`config.mk`:
```
export PLATFORM = sky130hd
export DESIGN_NAME = single_wire_sensor_bus_slave
export DESIGN_NICKNAME = d
export VERILOG_FILES = /design/src/pkg/swsb_pkg.sv /design/src/single_wire_sensor_bus_slave.sv
export VERILOG_INCLUDE_DIRS = /design/src /design/src/pkg
export SDC_FILE = /design/constraint.sdc
export NUM_CORES = 1
export LEC_CHECK = 0
export ABC_AREA = 1
export BUFFER_PORTS_ARGS = -buffer_cell sky130_fd_sc_hd__buf_2
export CORE_ASPECT_RATIO = 0.75
export CORE_UTILIZATION = 59
export DETAILED_ROUTE_END_ITERATION = 12
export GPL_TIMING_DRIVEN = 0
export HOLD_SLACK_MARGIN = 0.15
export PLACE_DENSITY_LB_ADDON = 0.12
export SLEW_MARGIN = 0
export SYNTH_ARGS = -nofsm -noshare
export SYNTH_HDL_FRONTEND = slang
export SYNTH_SLANG_ARGS = --single-unit
```
`constraint.sdc`:
```
create_clock -name clk_sys -period 3.74 [get_ports clk_sys]
set_clock_uncertainty 0.1 [all_clocks]
set_input_delay 0.187 -clock clk_sys [delete_from_list [all_inputs] [get_ports clk_sys]]
set_output_delay 0.187 -clock clk_sys [all_outputs]
set_load 0.005 [all_outputs]
```
`src/pkg/swsb_cfg.svh`:
```
// constants of the single-wire sensor bus slave
`ifndef SWSB_CFG_SVH
`define SWSB_CFG_SVH

// =========================================
// wire addressing
`define DEVNUM_BCAST 3'h0
`define DEVNUM_STRAP_LO 3'h1
`define DEVNUM_STRAP_HI 3'h2
`define REG_DEVNUM 6'h00
`define REG_STATUS 6'h04
`define REG_CONTROL 6'h05

// =========================================
// field positions and reset values
`define ST_BER_BIT 7
`define CT_EN1_BIT 4
`define CT_EN2_BIT 5
`define CTRL_RESET 8'h00

// =========================================
// bit counts (last index of each field, data bits of the attention hold-off)
`define DEV_LAST 4'h2
`define ADDR_LAST 4'h5
`define DATA_LAST8 4'h7
`define DATA_LAST16 4'hF
`define ATTN_HOLDOFF 4'hE

// =========================================
// local software port offsets
`define SW_STAT 4'h0
`define SW_EVT 4'h4

`endif

```
`src/pkg/swsb_pkg.sv`:
```
// types of the single-wire sensor bus slave
package swsb_pkg;

    // decoded bit signal kinds from the pulse-width layer
    typedef enum logic [2:0] {
        BK_D0,
        BK_D1,
        BK_START,
        BK_ATTN,
        BK_RESET
    } bit_kind_t;

    typedef struct packed {
        logic valid;
        bit_kind_t kind;
    } bit_evt_t;

    typedef struct packed {
        logic we;
        logic re;
        logic [3:0] addr;
        logic [7:0] wdata;
    } sw_req_t;

    typedef struct packed {
        logic rd;
        logic wr;
        logic [5:0] addr;
        logic [15:0] wdata;
    } app_req_t;

    typedef enum logic [3:0] {
        S_IDLE,
        S_DEV,
        S_ADDR,
        S_RW,
        S_DATA,
        S_PAR,
        S_ACK,
        S_SKIP,
        S_DONE
    } state_t;

endpackage : swsb_pkg

```
`src/single_wire_sensor_bus_slave.sv`:
```
// transaction layer of a single-wire sensor bus slave
`timescale 1ns/1ps
`default_nettype none
`include "swsb_cfg.svh"
module single_wire_sensor_bus_slave (
    input wire logic clk_sys,
    input wire logic rst,
    input wire logic addr_strap,
    input wire swsb_pkg::bit_evt_t bit_evt,
    input wire logic conflict,
    input wire logic bus_idle,
    output logic tx_one,
    output logic attn_go,
    output swsb_pkg::app_req_t app_req,
    input wire logic [15:0] app_rdata,
    input wire logic app_wide,
    input wire swsb_pkg::sw_req_t sw_req,
    output logic [7:0] sw_rdata
);

    // =========================================
    // decoded events
    swsb_pkg::state_t state_q;
    logic [3:0] cnt_q;
    logic [2:0] dev_q;
    logic [5:0] addr_q;
    logic rw_q;
    logic wide_q;
    logic local_q;
    logic ld_q;
    logic [15:0] sh_q;
    logic par_q;
    logic par_ok_q;
    logic err_q;
    logic ber_q;
    logic [1:0] sf_q;
    logic [7:0] ctrl_q;
    logic [2:0] devnum_q;
    logic strap1_q;
    logic strap2_q;
    logic strap3_q;
    logic strap_ld_q;
    logic [3:0] hold_q;
    logic atn_block_q;
    logic func_pend_q;
    logic ber_pend_q;
    logic attn_go_q;
    logic tx_one_q;
    logic ev_data;
    logic ev_start;
    logic ev_reset;
    logic ev_attn;
    logic b;
    logic hit;
    logic done_ack;
    logic ok;
    logic nok;
    logic armed;
    logic in_xfer;
    logic is_loc;
    logic [3:0] data_last;
    logic [7:0] loc_rdata;
    logic [1:0] func_evt;

    assign ev_data = bit_evt.valid &&
        (bit_evt.kind == swsb_pkg::BK_D0 || bit_evt.kind == swsb_pkg::BK_D1);
    assign ev_start = bit_evt.valid && bit_evt.kind == swsb_pkg::BK_START;
    assign ev_reset = bit_evt.valid && bit_evt.kind == swsb_pkg::BK_RESET;
    assign ev_attn = bit_evt.valid && bit_evt.kind == swsb_pkg::BK_ATTN;
    assign b = bit_evt.kind == swsb_pkg::BK_D1;
    assign data_last = wide_q ? `DATA_LAST16 : `DATA_LAST8;
    assign in_xfer = state_q != swsb_pkg::S_IDLE &&
        state_q != swsb_pkg::S_SKIP && state_q != swsb_pkg::S_DONE;
    // registers held inside the slave, never forwarded
    assign is_loc = addr_q == `REG_DEVNUM || addr_q == `REG_STATUS ||
        addr_q == `REG_CONTROL;
    assign hit = (dev_q == devnum_q && devnum_q != `DEVNUM_BCAST) ||
        (dev_q == `DEVNUM_BCAST && !b && addr_q == `REG_CONTROL);
    assign done_ack = ev_data && state_q == swsb_pkg::S_ACK;
    assign ok = done_ack && b && !err_q;
    assign nok = done_ack && !ok;
    assign armed = hold_q == `ATTN_HOLDOFF;

    always_comb begin
        unique case (addr_q)
            `REG_DEVNUM: loc_rdata = {5'h00, devnum_q};
            `REG_STATUS: loc_rdata = {ber_q, 5'h00, sf_q};
            `REG_CONTROL: loc_rdata = ctrl_q;
            default: loc_rdata = 8'h00;
        endcase
    end

    // =========================================
    // transaction sequencer
    always_ff @(posedge clk_sys) begin
        if (rst) begin
            state_q <= swsb_pkg::S_IDLE;
            cnt_q <= 4'h0;
            dev_q <= 3'h0;
            addr_q <= 6'h00;
            rw_q <= 1'b0;
            wide_q <= 1'b0;
            local_q <= 1'b0;
        end else if (ev_reset) begin
            state_q <= swsb_pkg::S_IDLE;
            cnt_q <= 4'h0;
        end else if (ev_start) begin
            state_q <= swsb_pkg::S_DEV;
            cnt_q <= 4'h0;
        end else if (ev_data) begin
            unique case (state_q)
                swsb_pkg::S_DEV: begin
                    dev_q <= {dev_q[1:0], b};
                    cnt_q <= cnt_q + 4'h1;
                    if (cnt_q == `DEV_LAST) begin
                        state_q <= swsb_pkg::S_ADDR;
                        cnt_q <= 4'h0;
                    end
                end
                swsb_pkg::S_ADDR: begin
                    addr_q <= {addr_q[4:0], b};
                    cnt_q <= cnt_q + 4'h1;
                    if (cnt_q == `ADDR_LAST) begin
                        state_q <= swsb_pkg::S_RW;
                    end
                end
                swsb_pkg::S_RW: begin
                    rw_q <= b;
                    cnt_q <= 4'h0;
                    local_q <= is_loc;
                    wide_q <= !is_loc && app_wide;
                    state_q <= hit ? swsb_pkg::S_DATA : swsb_pkg::S_SKIP;
                end
                swsb_pkg::S_DATA: begin
                    cnt_q <= cnt_q + 4'h1;
                    if (cnt_q == data_last) begin
                        state_q <= swsb_pkg::S_PAR;
                    end
                end
                swsb_pkg::S_PAR: state_q <= swsb_pkg::S_ACK;
                swsb_pkg::S_ACK: state_q <= swsb_pkg::S_DONE;
                default: state_q <= state_q;
            endcase
        end
    end

    // =========================================
    // data shifter
    always_ff @(posedge clk_sys) begin
        if (rst) begin
            sh_q <= 16'h0000;
            ld_q <= 1'b0;
        end else begin
            ld_q <= ev_data && state_q == swsb_pkg::S_RW && b && hit;
            if (ld_q) begin
                if (local_q) begin
                    sh_q <= {loc_rdata, 8'h00};
                end else if (wide_q) begin
                    sh_q <= app_rdata;
                end else begin
                    sh_q <= {app_rdata[7:0], 8'h00};
                end
            end else if (ev_data && state_q == swsb_pkg::S_DATA) begin
                sh_q <= rw_q ? {sh_q[14:0], 1'b0} : {sh_q[14:0], b};
            end
        end
    end

    // =========================================
    // parity and conflict tracking
    always_ff @(posedge clk_sys) begin
        if (rst) begin
            par_q <= 1'b0;
            par_ok_q <= 1'b0;
            err_q <= 1'b0;
        end else if (ev_start || ev_reset) begin
            par_q <= 1'b0;
            par_ok_q <= 1'b0;
            err_q <= 1'b0;
        end else begin
            if (conflict && in_xfer) begin
                err_q <= 1'b1;
            end
            if (ev_data && (state_q == swsb_pkg::S_DEV ||
                    state_q == swsb_pkg::S_ADDR ||
                    state_q == swsb_pkg::S_RW ||
                    state_q == swsb_pkg::S_DATA)) begin
                par_q <= par_q ^ b;
            end
            if (ev_data && state_q == swsb_pkg::S_PAR) begin
                par_ok_q <= rw_q || (par_q == b);
            end
        end
    end

    // =========================================
    // line drive for data, parity and acknowledge
    always_ff @(posedge clk_sys) begin
        if (rst) begin
            tx_one_q <= 1'b0;
        end else begin
            unique case (state_q)
                swsb_pkg::S_DATA: tx_one_q <= rw_q && sh_q[15];
                swsb_pkg::S_PAR: tx_one_q <= rw_q && par_q;
                swsb_pkg::S_ACK: tx_one_q <= !rw_q && par_ok_q && !err_q;
                default: tx_one_q <= 1'b0;
            endcase
        end
    end
    assign tx_one = tx_one_q;

    // =========================================
    // device registers, untouched by bus reset
    assign func_evt = (sw_req.we && sw_req.addr == `SW_EVT) ?
        sw_req.wdata[1:0] : 2'h0;

    always_ff @(posedge clk_sys) begin
        if (rst) begin
            ctrl_q <= `CTRL_RESET;
        end else if (ok && !rw_q && local_q && addr_q == `REG_CONTROL) begin
            ctrl_q <= sh_q[7:0];
        end
    end

    always_ff @(posedge clk_sys) begin
        if (rst) begin
            ber_q <= 1'b0;
            sf_q <= 2'h0;
        end else begin
            // status read clears, new events win
            if (ok && rw_q && addr_q == `REG_STATUS) begin
                ber_q <= nok;
                sf_q <= func_evt;
            end else begin
                ber_q <= ber_q | nok;
                sf_q <= sf_q | func_evt;
            end
            if (nok) begin
                ber_q <= 1'b1;
            end
        end
    end

    // =========================================
    // forwarded register access
    always_ff @(posedge clk_sys) begin
        if (rst) begin
            app_req <= '0;
        end else begin
            app_req.addr <= addr_q;
            app_req.rd <= ev_data && state_q == swsb_pkg::S_RW && b && hit &&
                !is_loc;
            // data used only after good parity and ack
            app_req.wr <= ok && !rw_q && !local_q;
            app_req.wdata <= wide_q ? sh_q : {8'h00, sh_q[7:0]};
        end
    end

    // =========================================
    // strap sampling
    always_ff @(posedge clk_sys) begin
        strap1_q <= addr_strap;
        strap2_q <= strap1_q;
        strap3_q <= strap2_q;
    end

    always_ff @(posedge clk_sys) begin
        if (rst) begin
            strap_ld_q <= 1'b1;
            devnum_q <= `DEVNUM_BCAST;
        end else if (strap_ld_q && strap2_q == strap3_q) begin
            strap_ld_q <= 1'b0;
            devnum_q <= strap3_q ? `DEVNUM_STRAP_HI : `DEVNUM_STRAP_LO;
        end
    end

    // =========================================
    // attention request generation
    always_ff @(posedge clk_sys) begin
        if (rst || ev_reset) begin
            hold_q <= 4'h0;
        end else if (ev_data && !armed) begin
            hold_q <= hold_q + 4'h1;
        end
    end

    always_ff @(posedge clk_sys) begin
        if (rst || ev_reset) begin
            atn_block_q <= 1'b0;
        end else if (ev_attn || attn_go_q) begin
            atn_block_q <= 1'b1;
        end else if (ok && rw_q && addr_q == `REG_STATUS) begin
            atn_block_q <= 1'b0;
        end
    end

    always_ff @(posedge clk_sys) begin
        if (rst) begin
            func_pend_q <= 1'b0;
            ber_pend_q <= 1'b0;
            attn_go_q <= 1'b0;
        end else if (ev_reset) begin
            func_pend_q <= 1'b0;
            ber_pend_q <= 1'b0;
            attn_go_q <= 1'b0;
        end else begin
            attn_go_q <= 1'b0;
            if ((func_evt[0] && ctrl_q[`CT_EN1_BIT]) ||
                    (func_evt[1] && ctrl_q[`CT_EN2_BIT])) begin
                func_pend_q <= 1'b1;
            end else if (func_pend_q && bus_idle && armed &&
                    !bit_evt.valid) begin
                // first idle decides the function attention
                func_pend_q <= 1'b0;
                if (!atn_block_q) begin
                    attn_go_q <= 1'b1;
                end
            end
            if (nok) begin
                ber_pend_q <= 1'b1;
            end else if (ber_pend_q && bus_idle && armed &&
                    !bit_evt.valid) begin
                ber_pend_q <= 1'b0;
                attn_go_q <= 1'b1;
            end
        end
    end
    assign attn_go = attn_go_q;

    // =========================================
    // software port
    always_ff @(posedge clk_sys) begin
        if (rst) begin
            sw_rdata <= 8'h00;
        end else if (sw_req.re) begin
            unique case (sw_req.addr)
                `SW_STAT: sw_rdata <= {ber_q, ber_pend_q, atn_block_q,
                    armed, strap_ld_q, devnum_q};
                `SW_EVT: sw_rdata <= {6'h00, sf_q};
                default: sw_rdata <= 8'h00;
            endcase
        end else begin
            sw_rdata <= 8'h00;
        end
    end
endmodule : single_wire_sensor_bus_slave
`default_nettype wire

```
==> out/metrics.yaml, run 1 <==
status: "complete, no violations"
p_comb_frac: 0.052
drive_above_1_share: 0.170
syn_avg_cell_area_um2: 7.36
critPathLaunchType: "primary input"
maxSlewHeadroom: 0.567
htree_levels: 3
critPathKind: "in -> reg"
rsz0062_at_grt: "no"
ir_worst_vdd_mv: 0.389
ff2ff_path_depth: 7
clkPwrFrac: 0.383
vias_per_cell: 5.47
dr.pass1.iters: 7
syn_inst: 557
drt_drc_violations_left: 0
r2r_start: "ld_q"
fp.dieH_um: 74.2
first_iter_violations: 335
grt_pass1_wl_um: 17300
ant_nets: 0
yosysSeqAreaShare: 0.474
crit_family: "buffers and inverters"
cts.repair.resized: 0
finish.instance_area_um2: 4880
max_freq_mhz: 450
p_leak_nw: 2.18
row_count: 25
cp.arrival_ps: 2430
holdPathStages: 5
async_flop_share: 0
cap_violations: 0
crit_fanout: 5
die-area_um2: 7290
cts_num_sinks: 97
cts_root_buf: "clkbuf_8"
cp_common_cell: "dlygate4sd3_1"
fin_tns_setup_ps: 0
grt_pass1_vias: 3623
cts_tree: "done"
nNetsFinal: 694
antenna_cells: 0
yosys.area.top_type: "dfxtp_1"
hold_violations: 0
p_switching_mw: 0.452
p_sw_frac: 0.244
place.gp.congestion: 0.936
seq_area_um2: 1940
rrSetupSlack_ps: 1840
grt_max_degree: 19
track_usage: 0.308
pin_count: 74
clock_latency_ps: 360
gr-total-overflow: 0
critPathBufInv: 4
whs_endpoint: "sh_q[9]"
via_count: 4021
synth_top_cell_area_share: 0.474
synth_edf_count: 0
ys_types: 35
crit_path_end_kind: "register"
hp-start: "app_rdata[9]"
cp.required_ps: 3950
synthTopCellsByArea: "dfxtp_1 (47%), nand2_1 (9.0%), nor2_1 (7.1%)"
min_path_type: "in -> reg"
yosysWarningCount: 0
syn_area_um2: 4100
crit_chain: "dlygate4sd3_1 > buf_2 > nor4_1 > dlygate4sd3_1 > nand2_1 > nor2_1 > dlygate4sd3_1"
port_buffers: 66
cts_max_path_buffers: 2
final_max_slew_viol_count: 0
path_clk_slew_ps: 100
finalCriticalPeriod_ps: 2220
power.density_nw_per_um2: 379
syn_nets: 602
syn2layout_area_growth_pct: 19.2
period_share: 0.594
nFillCells: 503
crit_slowest_cell: "dlygate4sd3_1"
p_int_mw: 1.40
wire_per_inst_um: 14.5
cts_buffers: 9
report.final.setup_viol: 0
post_cts_buffers: 0
place_area_um2: 4530
start_util: 0.630
cp_slowest_stage_delay_ps: 680
coreArea_um2: 6510
multiInputGateArea_um2: 1780
antenna_found_initial: 0
synth_ff_type: "dfxtp_1"
ys_ff_latch: 97
seqPwrFrac: 0.565
finalWirelength_um: 10600
worst_slew_pin_slew_ps: 649
r2r_end: "sh_q[1]"
dp_hpwl_um: 7810
cts_hold_buf: 15
die_x_um: 98.2
[worst max path at each step]
stage	from	to	slack, ps	cells past startpoint
final	sw_req[10]	sw_rdata[7]	1520	7
after global routing	sw_req[10]	sw_rdata[7]	1370	7
after CTS	sw_req[10]	sw_rdata[7]	1600	7
after detailed placement	ld_q	sh_q[1]	1930	7
after global placement	ld_q	sh_q[1]	1940	7
after floorplan	state_q[1]	sf_q[0]	2330	9
[registers in the layout (all words and copies together) (netlist names), 2 cells and up]
signal	count
ctrl_q	8
sw_rdata	7
sh_q	16
dev_q	3
app_req	24
devnum_q	2
addr_q	6
hold_q	4
state_q	4
cnt_q	4
sf_q	2
[per-layer routing]
layer / vias to the layer above / routed length, um / track usage / part of all wire
li1: 1992 / - / - / -
met1: 1827 / 4960 / 0.429 / 0.47
met2: 186 / 4590 / 0.480 / 0.43
met3: 16 / 921 / 0.0724 / 0.087
met4: 0 / 157 / 0.0945 / 0.015
met5: - / 0 / 0 / 0
[cells in the final DEF (no fill, tap or decap), types with 2 or more instances in the layout]
cell type	count
a211oi_1	3
a21oi_1	46
a31oi_1	5
buf_2	71
clkbuf_1	6
clkbuf_8	9
dfxtp_1	97
dlygate4sd3_1	15
ha_1	5
inv_1	75
inv_2	7
inv_6	4
nand2_1	98
nand2_2	2
nand3_1	30
nand4_1	6
nor2_1	77
nor2_2	6
nor2_4	3
nor3_1	11
nor3b_1	2
nor4_1	2
o211ai_1	11
o21ai_0	33
o21ai_1	9
o22ai_1	6
[worst reg2reg max path, stage by stage, from the launching register on]
cell,delay [ps]
dfxtp_1,310
buf_2,230
inv_1,180
nor2_2,290
nand2_1,230
o22ai_1,170
o21ai_0,170
a21oi_1,160
[cell usage after synthesis, types with 5 or more instances]
cell / n
clkbuf_1: 6
buf_2: 5
a31oi_1: 5
nor2_1: 77
nand4_1: 6
o21ai_0: 33
ha_1: 5
o211ai_1: 11
o21ai_1: 9
dfxtp_1: 97
inv_2: 7
a21oi_1: 46
nand2_1: 98
inv_1: 75
nand3_1: 30
o22ai_1: 6
nor3_1: 11
nor2_2: 6
[per-stage QoR]
| stage | utilization | setup slack (ps) | hold WS [ps] | instances | total power [mW] |
|---|---|---|---|---|---|
| 3_3_place_gp | 0.696 | 1940 | 192 | 704 | 1.15 |
| 2_1_floorplan | - | 2330 | 115 | 557 | 1.12 |
| 6_report | 0.751 | 1520 | 154 | 735 | 1.85 |
| 4_1_cts | 0.751 | 1600 | 150 | 735 | 1.86 |
| 3_5_place_dp | 0.696 | 1930 | 194 | 704 | 1.15 |
| 5_1_grt | 0.751 | 1370 | 174 | 735 | 1.91 |
[cell type report]
cell class / count / area share
Buffer: 13 / 0.0136
Clock buffer: 9 / 0.0254
Clock inverter: 7 / 0.0166
Inverter: 82 / 0.0630
Multi-Input combinational cell: 365 / 0.365
Sequential cell: 97 / 0.398
Tap cell: 81 / 0.0207
Timing Repair Buffer: 81 / 0.0984
[cell families (layout without fill, tap and decap cells)]
kind of cell / after synthesis / after routing / share of synthesized area
simple gates: 241 / 241 / 0.258
compound gates: 117 / 117 / 0.158
flops: 97 / 97 / 0.474
buf+inv: 95 / 192 / 0.0913
fa+ha+maj: 5 / 5 / 0.0153
other cells: 1 / 1 / 0.000915
xor+xnor: 1 / 1 / 0.00214
[power by group through the flow]
stage          clock network (mW)  registers [mW]  logic, mW
2_1_floorplan                   0            1.07     0.0480
3_3_place_gp                    0            1.07     0.0817
3_5_place_dp                    0            1.07     0.0832
4_1_cts                     0.717            1.05     0.0941
5_1_grt                     0.758            1.05      0.108
6_report                    0.711            1.05     0.0958
No activity file was read; power rests on OpenSTA's default activity.
==> run 2: changes to the inputs <==
--- a/config.mk
+++ b/config.mk
@@ -6,10 +6,10 @@
 export SDC_FILE = /design/constraint.sdc
 export NUM_CORES = 1
 export LEC_CHECK = 0
-export ABC_AREA = 1
+export ABC_AREA = 0
 export BUFFER_PORTS_ARGS = -buffer_cell sky130_fd_sc_hd__buf_2
 export CORE_ASPECT_RATIO = 0.75
-export CORE_UTILIZATION = 59
+export CORE_UTILIZATION = 55
 export DETAILED_ROUTE_END_ITERATION = 12
 export GPL_TIMING_DRIVEN = 0
 export HOLD_SLACK_MARGIN = 0.15
==> constraint.sdc (replaced) <==
create_clock -name clk_sys -period 2.1 [get_ports clk_sys]
set_clock_uncertainty 0.1 [all_clocks]
set_input_delay 0.105 -clock clk_sys [delete_from_list [all_inputs] [get_ports clk_sys]]
set_output_delay 0.105 -clock clk_sys [all_outputs]
set_load 0.005 [all_outputs]
==> run 2 against run 1 <==
Worst setup slack got worse by 1500 ps; critical path depth shrank 1; design area rose by 6.5%; final cell count fell by 12%; non-clock buffer count is 28 higher; core utilization is 1.0 points lower; sequential share of layout area shrank 2.4 points; die area increased by 7.8%; global-route usage is 2.5 points lower; critical path type unchanged.
==> out/metrics.yaml, run 2 <==
crit_chain: "buf_2 > nor3b_2 > dlygate4sd3_1 > nand3_1 > dlygate4sd3_1 > a21oi_1"
via_count: 3756  # -6.6%
cp.arrival_ps: 2260  # -170 ps
yosysSeqAreaShare: 0.471  # -0.00302
die-area_um2: 7850  # +7.8%
antenna_cells: 0  # unchanged
ant_nets: 0  # unchanged
synth-xor-area-share: 0.0276  # +0.0255
synth_top_cell_area_share: 0.471  # -0.00302
yosysWarningCount: 0  # unchanged
row_count: 26  # +4.0%
max_freq_mhz: 483
dr.pass1.iters: 5  # -2
largest_register_ffs: 24  # unchanged
cp_common_cell: "dlygate4sd3_1"
finalCriticalPeriod_ps: 2070
first_iter_violations: 283  # -16%
power.density_nw_per_um2: 626  # +65%
die_x_um: 102  # +3.8%
critPathBufInv: 3  # -1
crit_slowest_cell: "dlygate4sd3_1"
hold_violations: 0  # unchanged
cts_root_buf: "clkbuf_8"
async_flop_share: 0  # unchanged
fp.dieH_um: 77.0  # +3.8%
htree_levels: 3  # unchanged
rsz0062_at_grt: "yes"
syn2layout_area_growth_pct: 26.2
yosys.area_share.simple: 0.221  # -0.0374
cts_buffers: 9  # unchanged
gr-usage-met2: 0.421  # -0.0590
yosys.area.top_type: "dfxtp_1"
cap_violations: 0  # unchanged
syn_avg_cell_area_um2: 9.52  # +29%
dp_hpwl_um: 7110  # -9.0%
ir_worst_vdd_mv: 0.481  # +24%
synth_compound_area_frac: 0.140  # -0.0177
coreArea_um2: 7030  # +8.0%
grt_pass1_wl_um: 17200  # -0.68%
synthMuxAreaShare: 0.0853  # +0.0853
grt_pass1_vias: 3553  # -1.9%
final_cells: 646  # -12%
syn_area_um2: 4120  # +0.64%
cts_tree: "done"
met1_usage: 0.394  # -0.0354
track_usage: 0.283  # -0.0251
syn_inst: 433  # -22%
synth_edf_count: 0  # unchanged
largest-register: "app_req"
syn_nets: 478  # -21%
critPathLaunchType: "primary input"
cts_num_sinks: 97  # unchanged
grt_max_degree: 19  # unchanged
crit_fanout: 7  # +2
synth_adder_area_share: 0.0152  # -0.0000973
grt-busiest-layer: "met2"
antenna_found_initial: 0  # unchanged
report.final.setup_viol: 0  # unchanged
hold_ws_ps: 96.6  # -57.5 ps
p_leak_nw: 2.16  # -0.76%
place.gp.congestion: 0.856  # -8.5%
met3_usage: 0.0820  # +0.00967
status: "complete, no violations"
final_cell_mix: "dfxtp_1 (96), buf_2 (64), dlygate4sd3_1 (37), nor2b_1 (30), nand2_1 (28)"
crit_family: "buffers and inverters"
final_common_cell: "dfxtp_1"
synth_common_cells: "dfxtp_1 (97), nor2b_1 (30), nand2_1 (28)"
critPathKind: "in -> reg"
maxSlewHeadroom: 0.224  # -0.343
drive_above_1_share: 0.204  # +0.0347
start_util: 0.587  # -0.0429
cp_slowest_stage_delay_ps: 750  # +70 ps
synth_ff_type: "dfxtp_1"
worst_slew_pin_slew_ps: 1160  # +512 ps
port_buffers: 63  # -4.5%
nNetsFinal: 588  # -15%
clock_latency_ps: 370  # about the same
reg.largest.list: "app_req x24, sh_q x16, ctrl_q x8"
ys_types: 59  # +69%
post-place-cells: 594  # -16%
final_max_slew_viol_count: 0  # unchanged
vias_per_cell: 5.81  # +6.3%
cp.required_ps: 2290  # -1660 ps
finalWirelength_um: 10500  # -0.81%
path_clk_slew_ps: 90  # about the same
crit_path_end_kind: "register"
synth.most_common_cell: "dfxtp_1"
drt_drc_violations_left: 0  # unchanged
min_path_type: "in -> reg"
cts_max_path_buffers: 2  # unchanged
synthTopCellsByArea: "dfxtp_1 (47%), mux2i_1 (6.1%), nor2b_1 (4.6%)"
synth_top_family_by_area: "simple AND/OR/NAND/NOR gates"
period_share: 0.986
ys_ff_latch: 97  # unchanged
pin_count: 74  # unchanged
wire_per_inst_um: 16.3  # +13%
gr-total-overflow: 0  # unchanged
[run 2: changes by cell type in the layout (fill, tap and decap cells not counted), sizes merged, moves of 9 or more]
cell and delta:
nor2b +30, and2 +10, mux2 +9, o211ai -10, nor2 -64, inv -72
dlygate4sd3 +22, a21oi -30, o21ai -26, nand3 -18, mux2i +25, a211oi +11
nand2 -73
[run 2: cell type report]
cell class	count	area [um^2]
plain buffers	20	106
clock buffers	10	138
clock inverters	6	57.6
fillers	518	1820
inverters	13	48.8
multi-input cells	300	2070
flip-flops and latches	97	1940
well taps	98	123
repair buffers	102	713
[run 2: worst min-delay path, cell delays in order]
cell     delay [ps]
buf_6           110
nor4b_4          80
nand4_1          90
xor2_1           70
nor2_1           70
[run 2: final timing paths]
path	start	endpoint	cells after the start	slack, ps
hold / removal	bit_evt[2]	cnt_q[3]	5	100
hold reg to reg	strap1_q	strap2_q	0	240
setup / recovery	bit_evt[3]	dev_q[0]	6	30
setup reg to reg	addr_q[4]	sh_q[15]	4	30
[run 2: power breakdown]
part           internal [mW]  switching, mW
registers               1.85         0.0146
logic                  0.102          0.108
clock network          0.490          0.690
[run 2: routing by layer]
metal,routed length [um],vias to the layer above,share of wire
met4,212,0,0.020
met2,4590,180,0.43
met1,5020,1774,0.48
li1,-,1768,-
met3,726,34,0.069
met5,0,-,0
[run 2: cell families (layout without fill, tap and decap cells)]
logic type      Yosys count  in the layout
simple gates            161            161
fa+ha+maj                 5              5
other cells               1              1
mux                      34             34
xor+xnor                 13             13
compound gates           86             86
flops                    97             97
buf+inv                  36            151
[run 2: what timing repair did]
item / in CTS / in global routing
gates resized for setup: 5 / 5
pin swaps: 2 / 2
cloned: 0 / 0
hold endpoints to repair: 38 / 8
setup endpoints to repair: 13 / 25
setup buffers: 2 / 0
hold buffers: 35 / 2
[run 2: stage by stage]
step	power, mW	TNS (ps)	setup WS [ps]	area, um^2	utilization
after CTS	3.26	0	7.84	5170	0.736
after floorplan	2.00	-136	-19.4	4150	-
after global routing	3.37	-50.6	-40.0	5200	0.740
final	3.26	0	29.4	5200	0.740
after detailed placement	2.07	-2660	-203	4580	0.652
after global placement	2.06	-2240	-171	4580	0.652
==> run 3: changes to the inputs <==
--- a/config.mk
+++ b/config.mk
@@ -14,6 +14,7 @@
 export GPL_TIMING_DRIVEN = 0
 export HOLD_SLACK_MARGIN = 0.15
 export PLACE_DENSITY_LB_ADDON = 0.12
+export SETUP_SLACK_MARGIN = 0.2
 export SLEW_MARGIN = 0
 export SYNTH_ARGS = -nofsm -noshare
 export SYNTH_HDL_FRONTEND = slang
==> run 3 against run 2 <==
The run now ends with setup timing left; core utilization is 3.1 points higher; design area up 4.2%; first-iteration DRC count is 14% higher; wire length rose by 5.0%; die area stayed put; worst setup slack worse by 36 ps; fmax fell by 1.7%; register-to-register slack worse by 40 ps; sequential share of layout area shrank 1.4 points; via count grew 1.2%; clock power hardly changed; final cell count is 1.5% higher; critical path type is now reg -> reg; largest power group unchanged; highest routed layer unchanged.
==> out/metrics.yaml, run 3 (synthesis results as in run 2) <==
status: "complete, but fails checks"
violations: "setup timing"
wire_per_inst_um: 16.9  # +3.4%
cts_tree: "done"
largest_register_ffs: 24  # unchanged
period_share: 1.00  # +0.0173
cts_num_sinks: 97  # unchanged
crit_family: "simple AND/OR/NAND/NOR gates"
die-area_um2: 7850  # unchanged
cp_slowest_stage_delay_ps: 360  # -390 ps
p_total_mw: 3.29  # +0.94%
critPathBufInv: 4  # +1
finalWirelength_um: 11100  # +5.0%
fin_tns_setup_ps: -6.84  # -6.84 ps
final_cell_mix: "dfxtp_1 (92), buf_2 (65), dlygate4sd3_1 (37), nor2b_1 (29), nand2_1 (28)"
coreArea_um2: 7030  # unchanged
cts_max_path_buffers: 2  # unchanged
maxSlewHeadroom: 0.167  # -0.0570
max_freq_mhz: 475  # -1.7%
track_usage: 0.285  # +0.00271
ir_worst_vdd_mv: 0.481  # about the same
critPathKind: "reg -> reg"
htree_levels: 3  # unchanged
grt_pass1_vias: 3557  # +0.11%
antenna_cells: 0  # unchanged
p_leak_nw: 2.28  # +5.4%
nFillCells: 475  # -8.3%
die_x_um: 102  # unchanged
cp_common_cell: "buf_6"
row_count: 26  # unchanged
cts_root_buf: "clkbuf_8"
place.gp.congestion: 0.856  # unchanged
setup_ws_ps: -6.84  # -36.2 ps
ant_nets: 0  # unchanged
crit_slowest_cell: "or3_4"
grt_pass1_wl_um: 17300  # +0.80%
crit_fanout: 8  # +1
gr-total-overflow: 0  # unchanged
port_buffers: 63  # unchanged
grt_max_degree: 19  # unchanged
drt_drc_violations_left: 0  # unchanged
path_clk_slew_ps: 100  # about the same
min_path_type: "in -> reg"
cts_buffers: 9  # unchanged
pin_count: 74  # unchanged
report.final.setup_viol: 1  # +1
multiInputGateArea_um2: 2200  # +6.2%
largest-register: "app_req"
crit_path_end_kind: "register"
fp.dieH_um: 77.0  # unchanged
finalCriticalPeriod_ps: 2110  # +36.2 ps
syn2layout_area_growth_pct: 31.4
antenna_found_initial: 0  # unchanged
cp.required_ps: 2260  # -30 ps
start_util: 0.587  # unchanged
vias_per_cell: 5.80  # -0.32%
cp.arrival_ps: 2270  # about the same
crit_chain: "buf_6 > or2_4 > buf_8 > or3_4 > buf_6 > nor3_4 > buf_12 > mux2_4"
pre_cts_ws_ps: -203  # unchanged
worst_slew_pin_slew_ps: 1250  # +85.2 ps
final_max_slew_viol_count: 0  # unchanged
reg.largest.list: "app_req x24, sh_q x16, ctrl_q x8"
via_count: 3802  # +1.2%
cap_violations: 0  # unchanged
dp_hpwl_um: 7110  # unchanged
hold_violations: 0  # unchanged
drive_above_1_share: 0.256  # +0.0519
nNetsFinal: 598  # +1.7%
power.density_nw_per_um2: 607  # -3.1%
critPathLaunchType: "register"
rsz0062_at_grt: "yes"
final_common_cell: "dfxtp_1"
first_iter_violations: 323  # +14%
dr.pass1.iters: 7  # +2
clock_latency_ps: 370  # about the same
seq_area_um2: 1950  # +0.39%
run 3: timing repair:
| item | 4_1_cts | 5_1_grt |
|---|---|---|
| hold buffers | 35 | 2 |
| setup buffers | 3 | 6 |
| pin swaps | 4 | 9 |
| endpoints found under the setup margin | 37 | 55 |
| resized for setup | 13 | 40 |
| endpoints found under the hold margin | 38 | 1 |
run 3: worst reg2reg max path: stages (launching register included):
cell,delay [ps]
dfxtp_2,330
buf_6,120
or2_4,230
buf_8,120
or3_4,360
buf_6,130
nor3_4,140
buf_12,170
mux2_4,310
run 3: path summary, 6_finish.rpt:
| check | depth (start not counted) | from | slack (ps) | to |
|---|---|---|---|---|
| setup / recovery | 8 | state_q[3] | -7 | ctrl_q[7] |
| hold / removal | 4 | bit_evt[2] | 140 | ld_q |
| setup reg to reg | 8 | state_q[3] | -7 | ctrl_q[7] |
| hold reg to reg | 0 | strap1_q | 250 | strap2_q |
run 3: where the power goes:
part	leakage (nW)	internal [mW]	switching, mW
clock network	0.101	0.490	0.699
logic	1.39	0.116	0.116
registers	0.786	1.85	0.0150
run 3: area by class of cell:
class                      count  area share
multi-input combinational    300       0.406
sequential                    97       0.360
timing repair buffer         109       0.141
clock buffer                  10      0.0254
buffer                        23      0.0247
tap                           98      0.0226
clock inverter                 6      0.0106
inverter                      13     0.00900
run 3: metrics by stage:
step	std cells	hold slack (ps)	utilization	cell area (um^2)
6_report	656	141	0.771	5420
5_1_grt	656	147	0.771	5420
2_1_floorplan	433	32.7	-	4150
3_5_place_dp	594	112	0.652	4580
3_3_place_gp	594	108	0.652	4580
4_1_cts	648	35.0	0.742	5220
run 3: per-layer routing:
layer	part of all wire	vias to the layer above	routed length, um	GRT usage
met5	0	-	0	0
met4	0.025	0	274	0.0900
met3	0.082	36	912	0.0647
met2	0.45	216	4940	0.434
met1	0.45	1764	4950	0.399
li1	-	1786	-	-
